**src/hdl/sps_defines.svh**
```systemverilog
// timing counts and data layout constants for the converter sequencer
`ifndef SPS_DEFINES_SVH
`define SPS_DEFINES_SVH
`define SPS_CLK_MHZ 40
`define SPS_RES_BITS 14
`define SPS_BYTE_BITS 8
`define SPS_TCONV_NS 4700
// longest time rounds down
`define SPS_TCONV_CYC ((`SPS_TCONV_NS * `SPS_CLK_MHZ) / 1000)
// internal conversion clock divider, one step per this many cycles
`define SPS_STEP_DIV 8
`endif

```
**src/hdl/sps_pkg.sv**
```systemverilog
// types shared by the converter sequencer modules
package sps_pkg;
	typedef enum logic [2:0] {
		SPS_IDLE,
		SPS_ACQ,
		SPS_CONV,
		SPS_DONE,
		SPS_READ
	} sps_state_type;
	typedef enum logic {
		SPS_STANDBY,
		SPS_SHUTDOWN
	} sps_pmode_type;
endpackage

```
**src/hdl/sps_sar_if.sv**
```systemverilog
// handshake between sequencer and approximation engine
`timescale 1ns/1ps
interface sps_sar_if #(parameter int RES_BITS = 14);
	logic start;
	logic cmp;
	logic busy;
	logic done;
	logic [RES_BITS-1:0] trial;
	logic [RES_BITS-1:0] result;
	modport seq (output start, input busy, input done, input trial, input result);
	modport eng (input start, input cmp, output busy, output done, output trial, output result);
endinterface

```
**src/hdl/sps_sar_engine.sv**
```systemverilog
// successive-approximation engine stepped by an internal divider
`timescale 1ns/1ps
`include "sps_defines.svh"
module sps_sar_engine
	import sps_pkg::*;
#(
	parameter int RES_BITS = `SPS_RES_BITS,
	parameter int STEP_DIV = `SPS_STEP_DIV
)
(
	// clock and reset
	input wire logic clk,
	input wire logic rst,
	// engine side of the link
	sps_sar_if.eng sar
);
	logic [7:0] div;
	logic [RES_BITS-1:0] trial;
	logic [RES_BITS-1:0] bitpos;
	logic busy;
	logic done;
	logic [7:0] next_div;
	logic [RES_BITS-1:0] next_trial;
	logic [RES_BITS-1:0] next_bitpos;
	logic next_busy;
	logic next_done;
	logic step;

	assign step = (div == 8'(STEP_DIV - 1));

	always_comb
	begin
		next_div = div;
		next_trial = trial;
		next_bitpos = bitpos;
		next_busy = busy;
		next_done = 1'b0;
		if (sar.start)
		begin
			next_busy = 1'b1;
			next_div = 8'h00;
			next_bitpos = {1'b1, {(RES_BITS-1){1'b0}}};
			next_trial = {1'b1, {(RES_BITS-1){1'b0}}};
		end
		else if (busy)
		begin
			// own clock, the host supplies none
			next_div = step ? 8'h00 : div + 8'h01;
			if (step)
			begin
				// keep bit if comparator says input is at or above trial
				next_trial = sar.cmp ? trial : (trial & ~bitpos);
				next_trial = next_trial | (bitpos >> 1);
				next_bitpos = bitpos >> 1;
				if (bitpos[0])
				begin
					next_busy = 1'b0;
					next_done = 1'b1;
				end
			end
		end
	end

	always_ff @(posedge clk or posedge rst)
	begin
		if (rst)
		begin
			div <= 8'h00;
			trial <= '0;
			bitpos <= '0;
			busy <= 1'b0;
			done <= 1'b0;
		end
		else
		begin
			div <= next_div;
			trial <= next_trial;
			bitpos <= next_bitpos;
			busy <= next_busy;
			done <= next_done;
		end
	end

	assign sar.trial = trial;
	assign sar.result = trial;
	assign sar.busy = busy;
	assign sar.done = done;
endmodule // sps_sar_engine

```
**src/hdl/sps_sequencer.sv**
```systemverilog
// strobe-edge sequencer with byte-wide three-state result port
// How it works
// - upper_byte_sel high drives the high result byte, low drives the low byte.
// - first strobe fall with select low powers up and starts acquisition.
// - second strobe fall holds the sample and starts the conversion.
// - third strobe fall with select high puts the result on the data pins.
// - select level at the second fall is kept as power-mode choice.
// - after each conversion enter chosen mode; shutdown turns reference and buffer off.
// - conversion completes and done asserts within 4.7 us of the second fall.
// - conversion clock is generated internally, no host clock needed.
// - each held sample yields a 14-bit result.
// - data pins are three-state, lowest low-byte pin carries the result LSB.
// - done output goes low when a conversion finishes.
// - select high at second fall picks shutdown, low picks standby.
// - upper byte carries zeros in its two top positions.
// - strobe rising after readout releases the data pins.
`timescale 1ns/1ps
`include "sps_defines.svh"
module sps_sequencer
	import sps_pkg::*;
#(
	parameter int RES_BITS = `SPS_RES_BITS,
	parameter int STEP_DIV = `SPS_STEP_DIV
)
(
	// clock and reset
	input wire logic clk,
	input wire logic rst,
	// host bus controls
	input wire logic cycle_strobe_n,
	input wire logic read_conv_sel,
	input wire logic upper_byte_sel,
	// comparator from the analog core
	input wire logic cmp_above,
	// host bus data and status
	output logic [7:0] data_out,
	output logic data_oe,
	output logic done_n,
	// analog core controls
	output logic core_powered,
	output logic ref_powered,
	output logic track,
	output logic [RES_BITS-1:0] dac_code
);
	sps_sar_if #(.RES_BITS(RES_BITS)) sar ();

	sps_sar_engine #(
		.RES_BITS(RES_BITS),
		.STEP_DIV(STEP_DIV)
	) u_engine (
		.clk(clk),
		.rst(rst),
		.sar(sar)
	);

	// cycles allowed from the hold edge to done showing on the pin
	localparam int CONV_CYC = `SPS_TCONV_CYC;
	localparam int CNT_W = $clog2(CONV_CYC + 1);
	// done register and the next sample each cost a cycle after the count
	localparam int LATE_CYC = CONV_CYC - 2;

	function automatic logic [7:0] pick_byte(input logic [RES_BITS-1:0] r, input logic hi);
		logic [15:0] w;
		w = 16'(r);
		// top two bits of the upper byte always zero
		pick_byte = hi ? {2'b00, w[13:8]} : w[7:0];
	endfunction

	sps_state_type state;
	sps_state_type next_state;
	sps_pmode_type pmode;
	sps_pmode_type next_pmode;
	logic strobe_q;
	logic [RES_BITS-1:0] result;
	logic [RES_BITS-1:0] next_result;
	logic done_q;
	logic next_done_q;
	logic powered;
	logic next_powered;
	logic refon;
	logic next_refon;
	logic [7:0] dout;
	logic [7:0] next_dout;
	logic oe;
	logic next_oe;
	logic fall;
	logic rise;
	logic start;
	logic [CNT_W-1:0] conv_cnt;
	logic [CNT_W-1:0] next_conv_cnt;
	logic conv_late;

	// strobe taken as synchronous, edges found against last sample
	assign fall = strobe_q & ~cycle_strobe_n;
	assign rise = ~strobe_q & cycle_strobe_n;

	always_comb
	begin
		next_state = state;
		next_pmode = pmode;
		next_result = result;
		next_done_q = done_q;
		next_powered = powered;
		next_refon = refon;
		next_dout = dout;
		next_oe = oe;
		start = 1'b0;
		unique case (state)
			SPS_IDLE:
			begin
				// a first fall with select high is ignored
				if (fall && !read_conv_sel)
				begin
					next_state = SPS_ACQ;
					next_powered = 1'b1;
					next_refon = 1'b1;
					next_done_q = 1'b0;
				end
			end
			SPS_ACQ:
			begin
				if (fall)
				begin
					start = 1'b1;
					next_state = SPS_CONV;
					next_pmode = read_conv_sel ? SPS_SHUTDOWN : SPS_STANDBY;
				end
			end
			SPS_CONV:
			begin
				// a too slow divider setting ends early, keeping the deadline
				if (sar.done || conv_late)
				begin
					next_result = sar.result;
					next_done_q = 1'b1;
					next_state = SPS_DONE;
					// drop to the chosen power mode on our own
					next_powered = 1'b0;
					next_refon = (pmode == SPS_STANDBY);
				end
			end
			SPS_DONE:
			begin
				// host waits for done before this fall
				if (fall && read_conv_sel)
				begin
					next_state = SPS_READ;
					next_oe = 1'b1;
					next_dout = pick_byte(result, upper_byte_sel);
				end
			end
			SPS_READ:
			begin
				// byte follows the select while the strobe is low
				next_dout = pick_byte(result, upper_byte_sel);
				if (rise)
				begin
					next_oe = 1'b0;
					next_done_q = 1'b0;
					next_state = SPS_IDLE;
				end
			end
			default:
			begin
				next_state = SPS_IDLE;
			end
		endcase
	end

	always_ff @(posedge clk or posedge rst)
	begin
		if (rst)
		begin
			state <= SPS_IDLE;
			pmode <= SPS_STANDBY;
			strobe_q <= 1'b1;
			result <= '0;
			done_q <= 1'b0;
			powered <= 1'b0;
			refon <= 1'b0;
			dout <= 8'h00;
			oe <= 1'b0;
		end
		else
		begin
			state <= next_state;
			pmode <= next_pmode;
			strobe_q <= cycle_strobe_n;
			result <= next_result;
			done_q <= next_done_q;
			powered <= next_powered;
			refon <= next_refon;
			dout <= next_dout;
			oe <= next_oe;
		end
	end

	// converting cycles since the hold edge; stops at the last safe count
	assign conv_late = (conv_cnt == CNT_W'(LATE_CYC));

	always_comb
	begin
		next_conv_cnt = '0;
		if (state == SPS_CONV && conv_late)
			next_conv_cnt = conv_cnt;
		else if (state == SPS_CONV)
			next_conv_cnt = conv_cnt + CNT_W'(1);
	end

	always_ff @(posedge clk or posedge rst)
	begin
		if (rst)
			conv_cnt <= '0;
		else
			conv_cnt <= next_conv_cnt;
	end

	assign sar.start = start;
	assign sar.cmp = cmp_above;
	assign data_out = dout;
	assign data_oe = oe;
	assign done_n = ~done_q;
	assign core_powered = powered | (state == SPS_CONV);
	assign ref_powered = refon | (state == SPS_CONV);
	assign track = (state == SPS_ACQ);
	assign dac_code = sar.trial;
endmodule // sps_sequencer

```
**config.mk**
```make
export PLATFORM = sky130hd
export DESIGN_NAME = sps_sequencer
export DESIGN_NICKNAME = d
export VERILOG_FILES = /design/src/hdl/sps_pkg.sv /design/src/hdl/sps_sar_if.sv /design/src/hdl/sps_sar_engine.sv /design/src/hdl/sps_sequencer.sv
export VERILOG_INCLUDE_DIRS = /design/src /design/src/hdl
export SDC_FILE = /design/constraint.sdc
export NUM_CORES = 1
export LEC_CHECK = 0
export ABC_AREA = 1
export BUFFER_PORTS_ARGS = -buffer_cell sky130_fd_sc_hd__buf_4
export CAP_MARGIN = 20
export CELL_PAD_IN_SITES_DETAIL_PLACEMENT = 1
export CELL_PAD_IN_SITES_GLOBAL_PLACEMENT = 2
export CORE_ASPECT_RATIO = 1.1
export CORE_UTILIZATION = 35
export CTS_CLUSTER_DIAMETER = 30
export CTS_CLUSTER_SIZE = 20
export DETAILED_ROUTE_END_ITERATION = 8
export GPL_TIMING_DRIVEN = 1
export PLACE_DENSITY_LB_ADDON = 0.05
export SETUP_SLACK_MARGIN = 0.1
export SYNTH_ARGS = -nofsm -noshare
export SYNTH_HDL_FRONTEND = slang
export SYNTH_SLANG_ARGS = --single-unit
```
**constraint.sdc**
```tcl
create_clock -name clk -period 2.6 [get_ports clk]
set_input_delay 0.39 -clock clk [delete_from_list [all_inputs] [get_ports clk]]
set_output_delay 0.39 -clock clk [all_outputs]
set_load 0.02 [all_outputs]
```
### Yosys cells after proc, flatten, opt, wreduce, memory -nomap -nowiden

Cells that the tools add are included.
W data, S select, Z words.

| word-level totals | value |
|---|---|
| bits in registers | 77 |
| input port bits | 6 |
| output and inout bits | 27 |
| logic and storage cells | 100 |

| cells by class | value |
|---|---|
| $add $sub $neg | 2 |
| equal/unequal tests | 11 |
| multiplexer cells | 42 |
| bitwise gates (word level) | 11 |
| reduce and logical (&&, ||, !) cells | 19 |

Operators by type and width:

| operator | count |
|---|---|
| $mux W14 | 7 |
| $mux W8 | 6 |
| $mux W1 | 18 |
| $add A8 B1 Y8 const B | 2 |
| $pmux W8 S2 | 1 |
| $mux W3 | 5 |
| $pmux W3 S5 | 1 |
| $and A14 B14 Y14 | 1 |
| $not A14 Y14 | 1 |
| $or A14 B13 Y14 | 1 |
| $eq A8 B3 Y1 const B | 1 |
| $eq A8 B8 Y1 const B | 1 |
| $ne A2 B2 Y1 const B | 4 |
| $reduce_and A2 Y1 | 4 |
| $reduce_bool A2 Y1 | 4 |
| $eq A3 B2 Y1 const B | 2 |
| $pmux W1 S2 | 3 |
| $reduce_and A3 Y1 | 2 |
| $reduce_and A5 Y1 | 1 |
| $not A1 Y1 | 4 |
| $reduce_and A4 Y1 | 1 |
| $eq A3 B1 Y1 const B | 1 |
| $eq A3 B3 Y1 const B | 1 |
| $logic_and A1 B1 Y1 | 3 |
| 8 further kinds | 10 |

### Logic depth before layout (Yosys ltp)

| depth | value |
|---|---|
| depth after elaboration | 7 |
| depth in mapped cells | 11 |
| mapped depth without buffers | 10 |

### Hierarchy

From an unflattened synthesis, not the netlist that was laid out.

| unflattened totals | value |
|---|---|
| cells, all modules | 479 |
| area total of the unflattened synthesis | 3987.6 sq um |

Modules (own cells, without submodules):

| module | times used | cells an instance | area an instance (sq um) | seq. area each (sq um) |
|---|---|---|---|---|
| sps_sar_engine | 1 | 263 | 2087.0 | 950.9 |
| sps_sequencer | 1 | 216 | 1900.6 | 977.2 |

### Worst setup path before layout

No wires, ideal clock.

| timing path | value |
|---|---|
| path kind | register to register |
| from | reg state[2] |
| to | reg u_engine.trial[12] (netlist: u_engine.sar.result[12]) |
| setup time | 0.124 ns |
| arrival | 1.501 ns |
| data required time | 2.476 ns |
| path slack | 0.975 ns |
| stages on the path, launching flop included | 9 |
| path buffers | 2 |
| period minus slack after synthesis | 1.625 ns |
| cells stage by stage | dfrtp_1 > inv_1 > nand2_1 > nor2_1 > nand2_1 > buf_2 > buf_2 > o211ai_1 > nand2_1 |

| on the way | value |
|---|---|
| longest elaborated chain between the ends | 4 |
| elaborated cells on any way between the ends | 6 |
| classes of those cells | eq/ne (1); mux (2); reduce/logical (3) |

Ends and longest elaborated chain:

| what | RTL line | source |
|---|---|---|
| from (decl) | sps_sequencer.sv:69 | `sps_state_type state;` |
| from (signal assigned) | sps_sequencer.sv:186 | `state <= next_state;` |
| $eq A3 B1 Y1 * | n/a |  |
| net track | sps_sequencer.sv:42 | `output logic track,` |
| $mux W1 * | sps_sequencer.sv:108 | `unique case (state)` |
| $reduce_bool A2 Y1 (no source line) | n/a |  |
| $reduce_and A2 Y1 (no source line) | n/a |  |
| to (signal assigned) | sps_sar_engine.sv:77 | `trial <= next_trial;` |
| to (decl) | sps_sar_engine.sv:18 | `logic [RES_BITS-1:0] trial;` |

Mark *: on every way through the listed nets, which the timed path passes. The rest lies on a longest branch.
A chain may end at the register's enable or synchronous reset.

### Worst setup path in the final report

| timing path | value |
|---|---|
| from | reg state[0] |
| to | out core_powered |

| on the way | value |
|---|---|
| longest elaborated chain between the ends | 2 |

Ends and longest elaborated chain:

| what | RTL line | source |
|---|---|---|
| $eq A3 B2 Y1 | sps_sequencer.sv:223 | `assign core_powered = powered \| (state == SPS_CONV);` |
| $or A1 B1 Y1 | sps_sequencer.sv:223 |  |
| to (decl) | sps_sequencer.sv:40 | `output logic core_powered,` |

No other way between the ends.

==> results.md <==
- Tcrit/Tclk final: 0.750
- Initial antenna violation count: 0
- Required @ worst endpoint: 2.21 ns
- Detailed-route DRC error count: 0
- Global-route wire length before repair: 14,700 um
- Highest Clock Rate: 513 MHz
- TritonRoute pass-1 iters: 4
- Worst IR Drop VDD: 0.374 mV
- Logic pwr share: 0.293
- Clock skew: 0.00824 ns
- LEAKAGE: 2.18 nW
- Place WS: 0.861 ns
- Final global-route overflow total: 0
- Maxcap violations: 0
- Vias/cell: 4.97
- P_sw: 1.28 mW
- CTS hold repair buffers: 1
- Routed wire length: 8530 um
- Dominant synthesized flop cell: dfrtp_1
- Core Region: 9940 um2
- Netlist cell types: 25
- Dpl hpwl: 5950 um
- Initial Util: 0.363
- Final worst slack: 0.651 ns
- Area of the mapped netlist: 3610 um2
- Post-Syn Nets: 449
- Num CTS Buffers: 9
- RSZ-0062 raised after global routing: no
- Worst Setup Path Type: register to output pin
- Number of diodes: 0
- Die ar.: 10,700 um2
- Clock-pin slew on the worst setup and hold paths: 0.08 ns
- Final Hold Vio Count: 0
- Top cells by area, synth: dfrtp_1, nand2_1, nand3_1, inv_1, nor2_1
- Most frequent cell after synthesis: nand2_1
- Power Internal: 2.23 mW
- Hold Path Class: input port to register
- RePlAce Congestion: 0.729
- Asr flop ratio synth: 1.00
- Fin crit period: 1.95 ns
- Sw frac: 0.365
- Slew HR: 0.563
- CP arrival: 1.56 ns
- Detailed-route via count: 2,988
- Setup crit start kind: register
- Clock Latency Late Sink: 0.36 ns
- Avg Cell Area, Syn: 8.20 um2
- WL/cell: 14.2 um
- Largest net degree at the start of global routing: 42
- Worst-margin pin slew: 0.654 ns
- Register Area: 1930 um2
- Final setup violation count: 0
- Area grow syn2layout: 15.1%
- Sink Count: 77
- Htree depth: 3
- Antenna-violating nets left: 0
- All-Layer GR Usage: 0.176
- Post-synth EDFFs: 0
- Post-synth top cells: nand2_1, dfrtp_1, inv_1
- Cell count after synthesis: 440
- IO Pins: 33
- Ys Warns: 0
- P per Cell Area: 846 nW/um2
- Setup TNS: 0 ns
- Port Buf Inserts: 32
- Share of layout cells above drive strength 1: 0.137
- Sequential share of the synthesized area: 0.534
- Clock buffer depth: 2
- Slew Viols, Final: 0
- #FFs+latches synth: 77
- Clock network fraction of total power: 0.268
- Area of the multi-input gates: 1440 um2
- Synth top area share: 0.527
- CP Max Fanout: 13
- Critical Path End Type: output pin
- Post-synth top area cell: dfrtp_1
- Post-CTS Setup Inserts: 0
- Die X: 98.8 um
- Clock Tree Root: clkbuf_8
- Site Rows: 38
- CTS-repair resized insts: 0
- Outcome: completed
- CTS tree: built
- Vias in the first global route: 3,061
- Layout fillers: 1,203
- Starting DRC count in detailed routing: 95
- Layout Nets: 485
- Flop pwr share: 0.439
- Die Ht: 109 um
[routing by layer]
metal,share of wire,vias to the layer above,GRT usage
met5,0,-,0
met4,0.015,0,0.0704
met3,0.024,11,0.0375
met2,0.46,30,0.295
met1,0.50,1468,0.222
li1,-,1479,-
[critical path, stage by stage, from the launching register on]
cell and delay (ns):
dfrtp_1 0.43, nor2_1 0.07, inv_1 0.07, nor2_1 0.04
buf_4 0.17, or2_2 0.27, buf_4 0.16
[cell usage in the layout (no fill, tap or decap)]
cell type	instances
nand3_1	39
clkinv_2	2
nor3_1	2
o211ai_1	12
inv_6	1
dlygate4sd3_1	1
a21oi_1	11
nor3b_1	1
nor2_4	2
xor2_1	2
nor3_4	1
ha_1	3
clkbuf_8	10
a31oi_1	1
bufinv_16	1
inv_1	39
nand2_1	155
clkinvlp_4	2
dfstp_2	1
nand4_1	1
a21boi_0	7
buf_4	37
dfrtp_1	76
nand2_2	3
nand3_2	2
clkbuf_1	1
or2_2	4
nor2_1	39
o21a_1	2
o21ai_0	23
[layout make-up]
type | count | area share
flip-flops and latches | 77 | 0.464
repair buffers | 38 | 0.0692
well taps | 120 | 0.0361
clock inverters | 5 | 0.0141
inverters | 40 | 0.0364
clock buffers | 11 | 0.0340
multi-input cells | 310 | 0.346
[flip-flops by register name, indices dropped and copies added, names as in the netlist, 3 cells and up]
signal,count
conv_cnt,8
data_out,8
result,14
state,3
u_engine.bitpos,14
u_engine.div,8
u_engine.sar.result,14
[power groups by stage]
| stage | Clock (mW) | Sequential (mW) | Combinational (mW) |
|---|---|---|---|
| after CTS | 0.986 | 1.55 | 1.06 |
| after global routing | 1.03 | 1.57 | 1.18 |
| after floorplan | 0 | 1.62 | 0.665 |
| final | 0.942 | 1.54 | 1.03 |
| after global placement | 0 | 1.56 | 1.04 |
| after detailed placement | 0 | 1.57 | 1.06 |
[kinds of logic (layout without fill, tap and decap cells)]
family	after synthesis	in the layout	synth area share
buffers and inverters	53	94	0.0672
XOR/XNOR	2	2	0.00485
adder cells (fa/ha/maj)	3	3	0.0104
flip-flops	77	77	0.534
AO/OA/AOI/OAI	56	56	0.0925
AND/OR/NAND/NOR	249	249	0.291
[final timing paths]
path                                      start                                 end  slack (ns)  cells past startpoint
max in group asynchronous                   rst                  strobe_q$_DFF_PP1_        1.30                      4
setup / recovery           state[0]$_DFFE_PP0P_                        core_powered        0.65                      6
min in group asynchronous                   rst  u_engine.sar.result[9]$_DFFE_PP0P_        0.51                      3
hold / removal                   cycle_strobe_n                  strobe_q$_DFF_PP1_        0.15                      1
hold reg to reg               pmode$_DFFE_PP0P_                   pmode$_DFFE_PP0P_        0.47                      2
setup reg to reg             strobe_q$_DFF_PP1_                 data_oe$_DFFE_PP0P_        0.87                      8
[metrics by stage]
step	hold WS, ns	area, um2	power [mW]	cells	util
final	0.147	4160	3.51	601	0.418
after global routing	0.117	4160	3.78	601	0.418
after CTS	0.119	4160	3.59	601	0.418
after detailed placement	0.328	3950	2.62	584	0.397
after global placement	0.321	3950	2.61	584	0.397
after floorplan	0.394	3610	2.28	440	-
Power figures use the tool's default switching activity.
